**src/pkg/lsf_pkg.sv**
```systemverilog
`default_nettype none
package lsf_pkg;
   // ----------------------------------------------------------------
   // Clock and idle timeout
   // ----------------------------------------------------------------
   localparam int unsigned CLK_HZ = 40_000_000;
   localparam int unsigned IDLE_TIMEOUT_S = 4;
   localparam int unsigned IDLE_TIMEOUT_CYC = CLK_HZ * IDLE_TIMEOUT_S;
   localparam int IDLE_CNT_W = 28;

   // ----------------------------------------------------------------
   // Register addresses
   // ----------------------------------------------------------------
   localparam logic [7:0] ADDR_CTRL = 8'h08;
   localparam logic [7:0] ADDR_STAT = 8'h09;
   localparam logic [7:0] ADDR_ERR = 8'h0a;
   localparam logic [7:0] ADDR_EVT = 8'h10;
   localparam logic [7:0] ADDR_MASK = 8'h11;

   // ----------------------------------------------------------------
   // Field positions
   // ----------------------------------------------------------------
   localparam int ST_ACTIVE = 7;
   localparam int ST_IDLE = 6;
   localparam int ST_ABORT = 5;
   localparam int ST_DREQ = 4;
   localparam int ST_PEND = 3;
   localparam int ST_ERROR = 2;
   localparam int ST_WAKE = 1;
   localparam int ST_DONE = 0;
   localparam int CTL_STOP = 7;
   localparam int CTL_DTACK = 4;
   localparam int CTL_CLR_INT = 3;
   localparam int CTL_CLR_ERR = 2;
   localparam int ERR_W = 5;
   localparam int ERR_BIT = 0;
   localparam int ERR_CHK = 1;
   localparam int ERR_TOUT = 2;
   localparam int ERR_PRTY = 3;
   localparam int ERR_SYNC = 4;
   localparam int EV_W = 6;
   localparam int EV_DREQ = 0;
   localparam int EV_DONE = 1;
   localparam int EV_ERR = 2;
   localparam int EV_WAKE = 3;
   localparam int EV_ABORT = 4;
   localparam int EV_IDLE = 5;

   // ----------------------------------------------------------------
   // Reset values
   // ----------------------------------------------------------------
   localparam logic [7:0] RDATA_RST = 8'h00;
   localparam logic [ERR_W-1:0] ERR_RST = 5'h00;
   localparam logic [EV_W-1:0] EV_RST = 6'h00;
   localparam logic [EV_W-1:0] MASK_RST = 6'h00;
   localparam logic [7:0] UNMAPPED_RD = 8'h00;
endpackage
`default_nettype wire

```
**src/pkg/lsf_idle_if.sv**
```systemverilog
`timescale 1ns/1ps
`default_nettype none
// Carries bus conditions to the idle timer and its expiry back
interface lsf_idle_if;
   logic bus_active;
   logic slave_mode;
   logic sleep_mode;
   logic expired;
   modport timer (input bus_active, input slave_mode, input sleep_mode, output expired);
   modport core (output bus_active, output slave_mode, output sleep_mode, input expired);
endinterface
`default_nettype wire

```
**src/hdl/lsf_idle_timer.sv**
```systemverilog
`timescale 1ns/1ps
`default_nettype none
module lsf_idle_timer #(
   parameter int unsigned IDLE_CYCLES = lsf_pkg::IDLE_TIMEOUT_CYC
) (
   input wire logic clk_sys,
   input wire logic rst,
   lsf_idle_if.timer idle
);
   // ----------------------------------------------------------------
   // State
   // ----------------------------------------------------------------
   typedef struct packed {
      logic [lsf_pkg::IDLE_CNT_W-1:0] cnt;
      logic fired;
      logic pulse;
   } lsf_tmr_t;

   localparam logic [lsf_pkg::IDLE_CNT_W-1:0] LAST =
      lsf_pkg::IDLE_CNT_W'(IDLE_CYCLES - 1);

   lsf_tmr_t s_q;
   lsf_tmr_t s_d;
   logic counting;

   // Only a slave that is awake and sees a quiet bus counts
   assign counting = !idle.bus_active && idle.slave_mode && !idle.sleep_mode;

   // Next state: one pulse per quiet period
   always_comb begin
      s_d = s_q;
      s_d.pulse = 1'b0;
      if (!counting) begin
         s_d.cnt = '0;
         s_d.fired = 1'b0;
      end else if (s_q.cnt == LAST) begin
         if (!s_q.fired) begin
            s_d.pulse = 1'b1;
         end
         s_d.fired = 1'b1;
      end else begin
         s_d.cnt = s_q.cnt + 1'b1;
      end
   end

   // State register
   always_ff @(posedge clk_sys) begin
      if (rst) begin
         s_q <= '0;
      end else begin
         s_q <= s_d;
      end
   end

   assign idle.expired = s_q.pulse;
endmodule // lsf_idle_timer
`default_nettype wire

```
**src/hdl/lsf_status.sv**
```systemverilog
// What this block does
// - Bit 7 follows detected bus activity
// - Slave: bit 6 after four quiet seconds
// - Slave: bit 5 on early break or stop
// - Clean break clears the abort flag
// - Slave: bit 4 set when identifier received
// - Bit 3 pending; cleared by interrupt-clear strobe
// - Bit 2 on error; cleared by error-clear strobe
// - Bit 1 while sending or after receiving wakeup
// - Bit 0 set when transfer finishes
// - Bit 0 cleared when a transfer starts
// - Interrupt-clear strobe reads zero, one clears
// - Error-clear strobe clears both error registers
//
// Design decision made here: the strobed register port.
`timescale 1ns/1ps
`default_nettype none
module lsf_status #(
   parameter int unsigned IDLE_CYCLES = lsf_pkg::IDLE_TIMEOUT_CYC
) (
   input wire logic clk_sys,
   input wire logic rst,
   // Register port
   input wire logic [7:0] reg_addr,
   input wire logic [7:0] reg_wdata,
   input wire logic reg_wr,
   input wire logic reg_rd,
   output logic [7:0] reg_rdata,
   // Mode and bus conditions from the framing engine
   input wire logic slave_mode,
   input wire logic sleep_mode,
   input wire logic bus_active,
   input wire logic break_det,
   input wire logic xfer_busy,
   input wire logic xfer_start,
   input wire logic xfer_done,
   input wire logic id_rcvd,
   input wire logic err_sync,
   input wire logic err_parity,
   input wire logic err_timeout,
   input wire logic err_chksum,
   input wire logic err_bit,
   input wire logic wake_tx,
   input wire logic wake_rx,
   // To the framing engine and processor
   output logic stop_req,
   output logic irq
);
   // ----------------------------------------------------------------
   // State
   // ----------------------------------------------------------------
   typedef struct packed {
      logic active;
      logic idle;
      logic abort;
      logic dreq;
      logic pend;
      logic error;
      logic wake_tx;
      logic wake_seen;
      logic done;
      logic [lsf_pkg::ERR_W-1:0] err;
      logic [lsf_pkg::EV_W-1:0] ev;
      logic [lsf_pkg::EV_W-1:0] mask;
      logic stop;
      logic [7:0] rdata;
   } lsf_state_t;

   lsf_state_t s_q;
   lsf_state_t s_d;

   lsf_idle_if idle_if ();

   logic wr_ctrl;
   logic wr_evt;
   logic wr_mask;
   logic clr_int;
   logic clr_err;
   logic stop_wr;
   logic dtack_wr;
   logic [lsf_pkg::ERR_W-1:0] err_in;
   logic [lsf_pkg::EV_W-1:0] ev_set;
   logic abort_set;
   logic abort_clr;
   logic dreq_set;
   logic [7:0] status;

   // ----------------------------------------------------------------
   // Idle timer
   // ----------------------------------------------------------------
   // Feed the timer with the live bus conditions
   assign idle_if.bus_active = bus_active;
   assign idle_if.slave_mode = slave_mode;
   assign idle_if.sleep_mode = sleep_mode;

   lsf_idle_timer #(
      .IDLE_CYCLES(IDLE_CYCLES)
   ) u_idle (
      .clk_sys(clk_sys),
      .rst(rst),
      .idle(idle_if.timer)
   );

   // ----------------------------------------------------------------
   // Register port decode
   // ----------------------------------------------------------------
   // Write decode by address
   always_comb begin
      wr_ctrl = 1'b0;
      wr_evt = 1'b0;
      wr_mask = 1'b0;
      if (reg_wr && reg_addr == lsf_pkg::ADDR_CTRL) begin
         wr_ctrl = 1'b1;
      end else if (reg_wr && reg_addr == lsf_pkg::ADDR_EVT) begin
         wr_evt = 1'b1;
      end else if (reg_wr && reg_addr == lsf_pkg::ADDR_MASK) begin
         wr_mask = 1'b1;
      end
   end

   // Control strobes act only on a written one
   assign clr_int = wr_ctrl && reg_wdata[lsf_pkg::CTL_CLR_INT];
   assign clr_err = wr_ctrl && reg_wdata[lsf_pkg::CTL_CLR_ERR];
   assign stop_wr = wr_ctrl && reg_wdata[lsf_pkg::CTL_STOP];
   assign dtack_wr = wr_ctrl && reg_wdata[lsf_pkg::CTL_DTACK];

   // ----------------------------------------------------------------
   // Event sources
   // ----------------------------------------------------------------
   // Error detail inputs in register layout
   always_comb begin
      err_in = '0;
      err_in[lsf_pkg::ERR_BIT] = err_bit;
      err_in[lsf_pkg::ERR_CHK] = err_chksum;
      err_in[lsf_pkg::ERR_TOUT] = err_timeout;
      err_in[lsf_pkg::ERR_PRTY] = err_parity && slave_mode;
      err_in[lsf_pkg::ERR_SYNC] = err_sync && slave_mode;
   end

   // Abort sets on early break or stop, clears on clean break
   assign abort_set = slave_mode && ((break_det && xfer_busy) || stop_wr);
   assign abort_clr = break_det && !xfer_busy;
   assign dreq_set = slave_mode && id_rcvd;

   // Events that raise the interrupt
   always_comb begin
      ev_set = '0;
      ev_set[lsf_pkg::EV_DREQ] = dreq_set;
      ev_set[lsf_pkg::EV_DONE] = xfer_done;
      ev_set[lsf_pkg::EV_ERR] = |err_in;
      ev_set[lsf_pkg::EV_WAKE] = wake_rx;
      ev_set[lsf_pkg::EV_ABORT] = abort_set;
      ev_set[lsf_pkg::EV_IDLE] = idle_if.expired;
   end

   // ----------------------------------------------------------------
   // Status byte
   // ----------------------------------------------------------------
   // Live view of the flags as software reads them
   always_comb begin
      status = '0;
      status[lsf_pkg::ST_ACTIVE] = s_q.active;
      status[lsf_pkg::ST_IDLE] = s_q.idle;
      status[lsf_pkg::ST_ABORT] = s_q.abort;
      status[lsf_pkg::ST_DREQ] = s_q.dreq;
      status[lsf_pkg::ST_PEND] = s_q.pend;
      status[lsf_pkg::ST_ERROR] = s_q.error;
      status[lsf_pkg::ST_WAKE] = s_q.wake_tx || s_q.wake_seen;
      status[lsf_pkg::ST_DONE] = s_q.done;
   end

   // ----------------------------------------------------------------
   // Next state
   // ----------------------------------------------------------------
   // Every hardware set wins over a clear in the same cycle
   always_comb begin
      s_d = s_q;

      // Bus activity follows the detector
      s_d.active = bus_active;

      // Idle timeout holds until activity, sleep or leaving slave mode
      if (idle_if.expired && slave_mode) begin
         s_d.idle = 1'b1;
      end else if (bus_active || sleep_mode || !slave_mode) begin
         s_d.idle = 1'b0;
      end

      // Aborted transfer
      if (abort_set) begin
         s_d.abort = 1'b1;
      end else if (abort_clr) begin
         s_d.abort = 1'b0;
      end

      // Data request stays low until an identifier arrives
      if (dreq_set) begin
         s_d.dreq = 1'b1;
      end else if (break_det || dtack_wr || !slave_mode) begin
         s_d.dreq = 1'b0;
      end

      // Interrupt pending on any unmasked event
      if (|(ev_set & s_q.mask)) begin
         s_d.pend = 1'b1;
      end else if (clr_int) begin
         s_d.pend = 1'b0;
      end

      // Communication error and its detail bits
      if (|err_in) begin
         s_d.error = 1'b1;
      end else if (clr_err) begin
         s_d.error = 1'b0;
      end
      if (clr_err) begin
         s_d.err = err_in;
      end else begin
         s_d.err = s_q.err | err_in;
      end

      // Wakeup: sending is a level, reception is remembered
      s_d.wake_tx = wake_tx;
      if (wake_rx) begin
         s_d.wake_seen = 1'b1;
      end else if (break_det) begin
         s_d.wake_seen = 1'b0;
      end

      // Transfer complete
      if (xfer_done) begin
         s_d.done = 1'b1;
      end else if (xfer_start) begin
         s_d.done = 1'b0;
      end

      // Sticky events, write one to clear
      if (wr_evt) begin
         s_d.ev = (s_q.ev & ~reg_wdata[lsf_pkg::EV_W-1:0]) | ev_set;
      end else begin
         s_d.ev = s_q.ev | ev_set;
      end
      if (wr_mask) begin
         s_d.mask = reg_wdata[lsf_pkg::EV_W-1:0];
      end

      // Stop request pulse, slave mode only
      s_d.stop = stop_wr && slave_mode;

      // Read data for the cycle after the strobe
      s_d.rdata = lsf_pkg::UNMAPPED_RD;
      if (reg_rd) begin
         if (reg_addr == lsf_pkg::ADDR_STAT) begin
            s_d.rdata = status;
         end else if (reg_addr == lsf_pkg::ADDR_ERR) begin
            s_d.rdata = {3'h0, s_q.err};
         end else if (reg_addr == lsf_pkg::ADDR_EVT) begin
            s_d.rdata = {2'h0, s_q.ev};
         end else if (reg_addr == lsf_pkg::ADDR_MASK) begin
            s_d.rdata = {2'h0, s_q.mask};
         end else if (reg_addr == lsf_pkg::ADDR_CTRL) begin
            s_d.rdata = lsf_pkg::UNMAPPED_RD; // Strobes read zero
         end
      end
   end

   // ----------------------------------------------------------------
   // State register
   // ----------------------------------------------------------------
   // All flags clear on reset
   always_ff @(posedge clk_sys) begin
      if (rst) begin
         s_q <= '0;
         s_q.err <= lsf_pkg::ERR_RST;
         s_q.ev <= lsf_pkg::EV_RST;
         s_q.mask <= lsf_pkg::MASK_RST;
         s_q.rdata <= lsf_pkg::RDATA_RST;
      end else begin
         s_q <= s_d;
      end
   end

   // ----------------------------------------------------------------
   // Outputs
   // ----------------------------------------------------------------
   assign reg_rdata = s_q.rdata;
   assign stop_req = s_q.stop;
   assign irq = s_q.pend;
endmodule // lsf_status
`default_nettype wire

```
**config.mk**
```make
export PLATFORM = sky130hd
export DESIGN_NAME = lsf_status
export DESIGN_NICKNAME = d
export VERILOG_FILES = /design/src/pkg/lsf_pkg.sv /design/src/pkg/lsf_idle_if.sv /design/src/hdl/lsf_idle_timer.sv /design/src/hdl/lsf_status.sv
export SDC_FILE = /design/constraint.sdc
export NUM_CORES = 1
export LEC_CHECK = 0
export ABC_CLOCK_PERIOD_IN_PS = 2550
export BUFFER_PORTS_ARGS = -buffer_cell sky130_fd_sc_hd__buf_2
export CAP_MARGIN = 15
export CORE_ASPECT_RATIO = 0.9
export CORE_MARGIN = 5
export CORE_UTILIZATION = 53
export DETAILED_ROUTE_END_ITERATION = 8
export PLACE_DENSITY = 0.73
export SLEW_MARGIN = 5
export SYNTH_ARGS = -nofsm -noshare
export SYNTH_HDL_FRONTEND = slang
export SYNTH_HIERARCHICAL = 1
export SYNTH_SLANG_ARGS = --single-unit
```
**constraint.sdc**
```tcl
create_clock -name clk_sys -period 2.55 [get_ports clk_sys]
set_input_delay 0.51 -clock clk_sys [delete_from_list [all_inputs] [get_ports clk_sys]]
set_output_delay 0.51 -clock clk_sys [all_outputs]
set_load 0.01 [all_outputs]
```
; Yosys cells after proc, flatten, opt, wreduce, memory -nomap -nowiden
; Index checks and enable logic that the tools add are counted.
[op_classes]
n_addsub = 1
n_eq_ne = 6
muxes = 27
bitwise = 9
reduce_logical = 39
[op_table]
columns = cell, count
row1 = "adder 28 x 1 -> 28 bit, second input constant", 1
row2 = "== test 28 bit, second input constant", 1
row3 = "== test 8 x 4 -> 1 bit, second input constant", 3
row4 = 2-to-1 mux 6 bit, 4
row5 = 2-to-1 mux 1 bit, 21
row6 = logical AND 1 bit, 17
row7 = "== test 8 x 5 -> 1 bit, second input constant", 2
row8 = nonzero test 2 bit, 7
row9 = bitwise AND 6 bit, 2
row10 = OR 6 bit, 2
row11 = 2-to-1 mux 8 bit, 1
row12 = logical OR 1 bit, 6
row13 = NOT 6 bit, 1
row14 = OR reduction 6 bit, 1
row15 = 2-to-1 mux 5 bit, 1
row16 = OR 5 bit, 1
row17 = OR reduction 5 bit, 1
row18 = zero test 1 bit, 4
row19 = OR reduction 2 bit, 2
row20 = NOT 1 bit, 3
row21 = OR reduction 3 bit, 1
[word_totals]
ff_bits = 65
input_bits = 35
out_inout_bits = 10
elab_cells = 99

; Logic depth before layout (Yosys ltp)
; Gate-level depths: netlist of the first run.
[logic_depth]
depth_word = 9
ltp_mapped = 7
depth_no_buf = 6

; By module
; Netlist of the first run, hierarchy kept.
[modules_own_cells]
columns = module, instances, cells_each, area_each_um2
row1 = lsf_status, 1, 162, 1530.2
row2 = lsf_idle_timer, 1, 166, 1510.2

; Worst setup path before layout of the first run
; No wires, ideal clock.
[synth_path]
path_type = register to register
start = register u_idle/s_q[2] (netlist name)
end = register u_idle/s_q[28] (netlist name)
setup_ns = 0.128
arrival_ns = 1.742
required_ns = 2.422
setup_slack_ns = 0.680
stages_incl_launch_ff = 8
n_path_buf = 1
synth_period_minus_slack_ns = 1.870
path_cell_list = dfxtp_1 ha_1 nand2_1 or4_1 buf_2 nor4_4 xnor2_1 nor2_1
[synth_between]
elab_chain_len = 1
word_cells_on_any_way = 2
cone_classes = add/sub (1) / eq/ne (1)
[synth_rtl]
columns = item, line_no
row1 = "start, declared", lsf_idle_timer.sv:22  ; lsf_tmr_t s_q;
row2 = "start signal, assigned", lsf_idle_timer.sv:49  ; s_q <= '0;
row3 = "start signal, assigned", lsf_idle_timer.sv:51  ; s_q <= s_d;
row4 = adder 28 x 1 -> 28 bit or == test 28 bit (tied branches), "lsf_idle_timer.sv:42, lsf_idle_timer.sv:36"
; Several ways; a longest one is shown, not always the timed one.
; A chain may end at the register's enable or synchronous reset.

; Final worst setup path of the first run
[layout_path]
start = register u_idle/s_q[24] (netlist name)
end = register u_idle/s_q[9] (netlist name)
[layout_between]
elab_chain_len = 1
[layout_rtl]
columns = item, line_no
row1 = == test 28 bit, lsf_idle_timer.sv:36  ; end else if (s_q.cnt == LAST) begin
; Every way passes these cells.

==> results.sh, run 1 <==
export IMPL_cp_startpoint="u_idle/s_q[24]$_SDFFE_PP0P_"
export IMPL_dpl_hpwl_um=4780
export IMPL_fillers=478
export IMPL_powerDensity_mw_per_mm2=558
export IMPL_path_clk_slew_ps=70
export IMPL_ctsHoldBuffers=0
export IMPL_numCtsBuffers=9
export IMPL_fin_crit_ps=2180
export IMPL_routed_wirelength_um=6420
export IMPL_drc=0
export IMPL_cts_root_buf="clkbuf_8"
export IMPL_slew_headroom=0.613
export IMPL_ios=45
export IMPL_worst_slack_ps=368
export IMPL_critPathLaunchType="flop"
export IMPL_core_region_area_mm2=0.00563
export IMPL_min_path_type="in -> reg"
export IMPL_drv_cap=0
export IMPL_critical_path_class="reg -> reg"
export IMPL_cts_tree="built"
export IMPL_rows=26
export IMPL_layout_common_cells="dfxtp_1 (65), nor2_1 (43), buf_2 (43), a21oi_1 (21)"
export IMPL_synth_enable_flop_cells=0
export IMPL_ys_ff_latch=65
export IMPL_cp_end_kind="flop"
export IMPL_cts_resized=0
export IMPL_drive_gt1_frac=0.245
export IMPL_total_power_uw=1920
export IMPL_dp_slack_ps=375
export IMPL_num_antenna_cells=0
export IMPL_postCtsSetupRepairBufs=0
export IMPL_syn_to_final_growth_pct=13.3
export IMPL_power_leakage_uw=0.00125
export IMPL_initial_core_util=0.540
export IMPL_drt_iter0_drc=198
export IMPL_rsz0062_at_grt="no"
export IMPL_worstSkewPairLatency_ps=330
export IMPL_first_pass_iters=5
export IMPL_syn_avg_cell_area_um2=9.27
export IMPL_hp_start="wake_tx"
export IMPL_synth_cells=328
export IMPL_viasPerCell=5.67
export IMPL_holdWs_ps=390
export IMPL_cp_required_ps=2750
export IMPL_cts_buffer_depth=2
export IMPL_final_core_util=0.612
export IMPL_detail_route_wl_per_cell_um=14.5
export IMPL_crit_fanout=10
export IMPL_yosysSeqAreaShare=0.428
export IMPL_finClkSkew_ps=5.54
export IMPL_r2r_start="u_idle/s_q[24]$_SDFFE_PP0P_"
export IMPL_grt_util_all_layers=0.187
export IMPL_yosys_warnings=6
export IMPL_antenna_found_initial=0
export IMPL_clock_sinks=65
export IMPL_overflow=0
export IMPL_vias=2504
export IMPL_outcome="finished, final reports clean"
export IMPL_grt_pass1_vias=2239
export IMPL_die_area_mm2=0.00735
export IMPL_tns_ps=0
export IMPL_ys_types=54
export IMPL_port_buffers=43
export IMPL_slew_violations=0
export IMPL_arrival_ps=2390
export IMPL_final_common_cell="dfxtp_1"
export IMPL_htreeDepth=3
export IMPL_final_setup_viol_count=0
export IMPL_die_x_um=89.8
export IMPL_nets=403
export IMPL_ys_async_sr_fraction=0
export IMPL_worst_pin_slew_ps=572
export IMPL_fin_crit_sh=0.856
export IMPL_grt_start_max_net_pins=29
export IMPL_syn_nets=364
export IMPL_gp_congestion=0.848
export IMPL_ir_drop_mv=0.389
export IMPL_postRouteAntennaNets=0
export IMPL_grt_first_pass_wirelength_um=11000
export IMPL_fmax_mhz=458
export IMPL_finalHoldViolCount=0
export IMPL_synth_area_mm2=0.00304
export IMPL_die_y_um=81.9
export IMPL_ys_flop_type="dfxtp_1"
cells by family (layout without fill, tap and decap cells):
kind of cell	Yosys count	in the layout	share of synthesized area
AO/OA/AOI/OAI	58	58	0.133
adder cells (fa/ha/maj)	1	1	0.00411
multiplexers	13	13	0.0428
buffers and inverters	35	79	0.0584
AND/OR/NAND/NOR	137	137	0.279
XOR/XNOR	19	19	0.0547
flip-flops	65	65	0.428
where the power goes:
part           switching, uW  total [uW]  internal [uW]  leakage (uW)
Clock                    377         777            400     0.0000911
Sequential              10.0        1040           1030      0.000528
Combinational           57.8         103           45.5      0.000630
per-layer routing:
metal	GRT usage	up-vias	share of wire
met4	0.0589	0	0.0058
met5	0	-	0
met1	0.268	1156	0.50
li1	-	1260	-
met2	0.270	84	0.42
met3	0.0559	4	0.075
path summary, 6_finish.rpt:
check             slack, ps  cells after the start                    endpoint
hold reg to reg         430                      1     reg_rdata[7]$_SDFF_PP0_
setup reg to reg        370                      5  u_idle/s_q[9]$_SDFFE_PP0P_
setup / recovery        370                      5  u_idle/s_q[9]$_SDFFE_PP0P_
hold / removal          390                      2          s_q[28]$_SDFF_PP0_
Yosys cell counts, drive strengths merged (4+ instances only):
cell type	instances	area, um^2
nand2	11	41.3
nand3	10	50.1
clkbuf	7	26.3
and2	5	31.3
or4	4	33.8
dfxtp	65	1300
a21oi	25	140
mux2i	13	130
buf	14	98.8
nand4	12	81.3
a22o	6	53.8
inv	14	52.6
or3	7	43.8
xnor2	14	123
nor2b	4	25.0
xor2	5	43.8
o2bb2ai	5	43.8
nor2	43	161
o21ai	10	61.3
nor4	6	97.6
nor3	12	76.3
worst max-delay path, cell delays in order, from the launching register on:
cell and delay, ps:
dfxtp_1 360, or4b_4 570, nor4_4 430, and2_1 440, or3_1 190, a21oi_2 60
layout make-up:
type	count	area [um^2]	share of cell area
repair buffers	49	260	0.0756
flip-flops and latches	65	1300	0.378
inverters	14	52.6	0.0153
clock inverters	5	30.0	0.00872
multi-input cells	228	1560	0.453
clock buffers	11	151	0.0440
well taps	70	87.6	0.0254
registers in the layout, indices dropped and copies added (netlist names):
register,cells
s_q,25
u_idle/s_q,29
u_idle/idle.expired,1
stop_req,1
irq,1
reg_rdata,8
stage by stage:
| step | instances | instance area [um^2] |
|---|---|---|
| 2_1_floorplan | 328 | 3040 |
| 3_3_place_gp | 426 | 3260 |
| 3_5_place_dp | 426 | 3260 |
| 4_1_cts | 442 | 3440 |
| 5_1_grt | 442 | 3440 |
| 6_report | 442 | 3440 |
No activity file was read; power rests on OpenSTA's default activity.
==> run 2, diff against run 1 <==
ABC_AREA = 1   (was unset)
PLACE_DENSITY = 0.72   (was 0.73)
==> results.sh, run 2 <==
export IMPL_outcome="finished, final reports clean"
export IMPL_crit_chain="ha_1 > inv_2 > nor2_8 > nand2_4 > clkinv_2 > nand2_2 > nor2_4 > nor2_1 > nor2_1"
export IMPL_critical_path_class="reg -> reg"
export IMPL_ys_flop_type="dfxtp_1"
export IMPL_drive_gt1_frac=0.163
export IMPL_worst_pin_slew_ps=769
export IMPL_drc=0
export IMPL_die_area_mm2=0.00824
export IMPL_finClkSkew_ps=7.53
export IMPL_port_buffers=43
export IMPL_synth_cells=532
export IMPL_ys_ff_latch=65
export IMPL_layout_common_cells="nand2_1 (153), nor2_1 (97), dfxtp_1 (65), nand3_1 (47), inv_1 (45)"
export IMPL_slew_headroom=0.485
export IMPL_syn_nets=568
export IMPL_yosysSeqAreaShare=0.376
export IMPL_slew_violations=0
export IMPL_synthTopCellsByArea="dfxtp_1 (38%), nand2_1 (17%), nor2_1 (11%), nand3_1 (6.8%), a21oi_1 (5.6%)"
export IMPL_die_x_um=95.1
export IMPL_met2_length_um=3770
export IMPL_rows=28
export IMPL_regMostFlops="u_idle/s_q"
export IMPL_crit_fanout=7
export IMPL_netlist_top_cells_count="nand2_1 (153), nor2_1 (97), dfxtp_1 (65)"
export IMPL_arrival_ps=1980
export IMPL_cts_tree="built"
export IMPL_syn_to_final_growth_pct=13.8
export IMPL_tns_ps=0
export IMPL_highest_layer="met4"
export IMPL_largest_register_ffs=29
export IMPL_die_y_um=86.6
export IMPL_synth_top_cell_by_area="dfxtp_1"
export IMPL_grt_first_pass_wirelength_um=14400
export IMPL_critPathMaxStageDelay_ps=430
export IMPL_cts_root_buf="clkbuf_8"
export IMPL_dpl_hpwl_um=6640
export IMPL_ios=45
export IMPL_syn_avg_cell_area_um2=6.50
export IMPL_path_buf_inv=2
export IMPL_finalHoldViolCount=0
export IMPL_core_region_area_mm2=0.00645
export IMPL_worstSkewPairLatency_ps=340
export IMPL_min_path_type="in -> reg"
export IMPL_ys_async_sr_fraction=0
export IMPL_grt_util_all_layers=0.227
export IMPL_path_clk_slew_ps=70
export IMPL_routed_wirelength_um=8850
export IMPL_ys_types=32
export IMPL_ir_drop_mv=0.385
export IMPL_slowest_stage="dfxtp_1"
export IMPL_final_common_cell="nand2_1"
export IMPL_powerDensity_mw_per_mm2=557
export IMPL_drt_iter0_drc=250
export IMPL_overflow=0
export IMPL_postCtsSetupRepairBufs=0
export IMPL_numCtsBuffers=9
export IMPL_synth_top_area_frac=0.376
export IMPL_gp_congestion=0.925
export IMPL_htreeDepth=3
export IMPL_grt_start_max_net_pins=28
export IMPL_nets=608
export IMPL_grt_pass1_vias=2978
export IMPL_fmax_mhz=588
export IMPL_cts_resized=0
export IMPL_synth_enable_flop_cells=0
export IMPL_path_common_cell="nor2_1"
export IMPL_antenna_found_initial=0
export IMPL_ctsHoldBuffers=0
export IMPL_total_power_uw=2190
export IMPL_rsz0062_at_grt="no"
export IMPL_postRouteAntennaNets=0
export IMPL_drv_cap=0
export IMPL_vias=3437
export IMPL_num_antenna_cells=0
export IMPL_fin_crit_sh=0.667
export IMPL_wl_met3_um=777
export IMPL_power_leakage_uw=0.00150
export IMPL_viasPerCell=5.15
export IMPL_cp_end_kind="flop"
export IMPL_initial_core_util=0.536
export IMPL_yosysMostFrequentCell="nand2_1"
export IMPL_critPathLaunchType="flop"
export IMPL_first_pass_iters=5
export IMPL_cts_buffer_depth=2
export IMPL_fin_crit_ps=1700
export IMPL_final_setup_viol_count=0
export IMPL_detail_route_wl_per_cell_um=13.3
export IMPL_cp_required_ps=2830
export IMPL_synth_area_mm2=0.00346
export IMPL_yosys_warnings=6
export IMPL_wl_met1_um=4210
export IMPL_crit_family="simple AND/OR/NAND/NOR gates"
export IMPL_clock_sinks=65
run 2: area by class of cell:
type                            instances  area (um^2)
Timing Repair Buffer                   45          230
Fill cell                             637         2510
Clock buffer                           11          131
Clock inverter                          5          104
Tap cell                               90          113
Multi-Input combinational cell        396         1850
Sequential cell                        65         1300
Inverter                               55          209
run 2: metal layers:
layer / vias up / track usage
met3: 16 / 0.0677
met1: 1530 / 0.340
met5: - / 0
li1: 1762 / -
met2: 129 / 0.318
met4: 0 / 0.0498
run 2: tightest hold or removal path, cell delays in order:
cell and delay [ps]:
buf_2 80, inv_1 30, nor2_1 70
run 2: stage by stage:
| stage | util | setup slack (ps) | hold WS (ps) | std cells | cell area [um^2] |
|---|---|---|---|---|---|
| 2_1_floorplan | - | 1120 | 392 | 532 | 3460 |
| 3_3_place_gp | 0.574 | 677 | 396 | 651 | 3700 |
| 3_5_place_dp | 0.574 | 654 | 403 | 651 | 3700 |
| 4_1_cts | 0.610 | 858 | 357 | 667 | 3930 |
| 5_1_grt | 0.610 | 651 | 363 | 667 | 3930 |
| 6_report | 0.610 | 850 | 373 | 667 | 3930 |
run 2: power by group:
group	internal (uW)	switching (uW)	total (uW)
Clock	650	394	1040
Sequential	1030	8.22	1040
Combinational	39.5	66.1	106
Total	1720	469	2190
run 2: cell families (layout without fill, tap and decap cells):
logic type      after synthesis  count (layout)  share of synthesized area
flops                        65              65                      0.376
compound gates               54              54                     0.0836
simple gates                332             332                      0.424
xor+xnor                      9               9                     0.0228
buf+inv                      71             116                     0.0898
fa+ha+maj                     1               1                    0.00362
run 2: final timing paths:
kind | startpoint | end | slack (ps) | cells past startpoint
worst min register to register | s_q[34]$_SDFF_PP0_ | reg_rdata[7]$_SDFF_PP0_ | 410 | 2
worst min-delay path | wake_tx | s_q[28]$_SDFF_PP0_ | 370 | 3
worst max-delay path | u_idle/s_q[3]$_SDFFE_PP0P_ | u_idle/s_q[12]$_SDFFE_PP0P_ | 850 | 9
worst max register to register | u_idle/s_q[3]$_SDFFE_PP0P_ | u_idle/s_q[12]$_SDFFE_PP0P_ | 850 | 9
==> run 3, diff against run 2 <==
ABC_CLOCK_PERIOD_IN_PS = 1550   (was 2550)
CORE_UTILIZATION = 52   (was 53)
PLACE_DENSITY = 0.74   (was 0.72)
clock period = 1.55 ns   (was 2.55 ns; I/O delays follow)
==> results.sh, run 3 (same netlist as run 2, synthesis figures left out) <==
export IMPL_worstSkewPairLatency_ps=350
export IMPL_cts_tree="built"
export IMPL_drt_iter0_drc=275
export IMPL_drv_cap=0
export IMPL_cp_end_kind="flop"
export IMPL_fin_crit_ps=1430
export IMPL_slew_headroom=0.732
export IMPL_detail_route_wl_per_cell_um=13.2
export IMPL_final_setup_viol_count=0
export IMPL_die_y_um=87.4
export IMPL_grt_pass1_vias=3168
export IMPL_die_area_mm2=0.00838
export IMPL_numCtsBuffers=9
export IMPL_postCtsSetupRepairBufs=0
export IMPL_worst_pin_slew_ps=402
export IMPL_powerDensity_mw_per_mm2=876
export IMPL_drive_gt1_frac=0.195
export IMPL_fmax_mhz=702
export IMPL_arrival_ps=1670
export IMPL_clock_sinks=65
export IMPL_finalHoldViolCount=0
export IMPL_final_common_cell="nand2_1"
export IMPL_num_antenna_cells=0
export IMPL_layout_common_cells="nand2_1 (153), nor2_1 (95), dfxtp_1 (61), nand3_1 (47), inv_1 (45)"
export IMPL_syn_to_final_growth_pct=17.0
export IMPL_dpl_cell_area_mm2=0.00380
export IMPL_critPathLaunchType="flop"
export IMPL_gp_congestion=0.989
export IMPL_grt_util_all_layers=0.229
export IMPL_htreeDepth=3
export IMPL_core_region_area_mm2=0.00652
export IMPL_grt_util_met2=0.341
export IMPL_critical_path_class="reg -> reg"
export IMPL_tns_ps=0
export IMPL_outcome="finished, final reports clean"
export IMPL_finClkSkew_ps=10.6
export IMPL_cp_required_ps=1790
export IMPL_overflow=0
export IMPL_fin_crit_sh=0.919
export IMPL_gr_max_usage_layer="met2"
export IMPL_rows=28
export IMPL_final_design_area_no_fill_mm2=0.00405
export IMPL_worst_slack_ps=125
export IMPL_largest_register_ffs=29
export IMPL_power_leakage_uw=0.00156
export IMPL_path_clk_slew_ps=70
export IMPL_initial_core_util=0.531
export IMPL_viasPerCell=5.16
export IMPL_dpl_hpwl_um=6820
export IMPL_cts_buffer_depth=2
export IMPL_drc=0
export IMPL_postRouteAntennaNets=0
export IMPL_nets=620
export IMPL_gr_usage_met3=0.0622
export IMPL_slew_violations=0
export IMPL_vias=3503
export IMPL_ir_drop_mv=0.928
export IMPL_grt_first_pass_wirelength_um=14800
export IMPL_cts_root_buf="clkbuf_8"
export IMPL_use_met1=0.324
export IMPL_port_buffers=43
export IMPL_rsz0062_at_grt="no"
export IMPL_die_x_um=95.9
export IMPL_antenna_found_initial=0
export IMPL_grt_start_max_net_pins=27
export IMPL_regMostFlops="u_idle/s_q"
export IMPL_first_pass_iters=5
export IMPL_stdcell_count=679
export IMPL_dp_slack_ps=44.2
export IMPL_holdWs_ps=164
export IMPL_dpl_cell_count=663
export IMPL_ios=45
export IMPL_routed_wirelength_um=8970
export IMPL_crit_fanout=4
export IMPL_min_path_type="in -> reg"
[run 3: final cells by class]
cell class              count  area, um^2
clock buffers              10         138
clock inverters             6        90.1
fillers                   636        2470
inverters                  55         213
multi-input cells         396        1850
flip-flops and latches     65        1310
well taps                  90         113
repair buffers             57         333
[run 3: worst paths after layout]
path,from,to,depth (start not counted),slack (ps)
setup / recovery,u_idle/s_q[11]$_SDFFE_PP0P_,u_idle/s_q[16]$_SDFFE_PP0P_,6,120
hold / removal,wake_tx,s_q[28]$_SDFF_PP0_,3,160
setup reg to reg,u_idle/s_q[11]$_SDFFE_PP0P_,u_idle/s_q[16]$_SDFFE_PP0P_,6,120
hold reg to reg,u_idle/s_q[1]$_SDFFE_PP0N_,u_idle/idle.expired$_SDFF_PP0_,1,430
[run 3: routing by layer]
metal  wire length (um)  vias to the layer above
met5                  0                        -
met4                123                        0
met3                782                       12
met2               3890                      137
met1               4170                     1576
li1                   -                     1778
[run 3: through the flow]
step / power [uW] / utilization
5_1_grt: 3680 / 0.621
2_1_floorplan: 1840 / -
4_1_cts: 3590 / 0.618
3_3_place_gp: 1930 / 0.583
6_report: 3540 / 0.621
3_5_place_dp: 1930 / 0.583
[run 3: critical path, cell delays in order, from the launching register on]
cell and delay [ps]:
dfxtp_1 400, nand2_1 150, nor2_1 250, nand2_1 160, nor2_1 150, xor2_1 150
nor2_1 50
[run 3: power by group]
group / total (uW) / switching, uW / internal [uW] / leakage, uW
logic: 183 / 110 / 72.6 / 0.000917
registers: 1710 / 14.1 / 1700 / 0.000530
clock network: 1650 / 692 / 955 / 0.000113
[run 3: what timing repair did]
item | in CTS | in global routing
hold buffers | 0 | 0
setup endpoints to repair | 0 | 11
gates resized for setup | 0 | 9
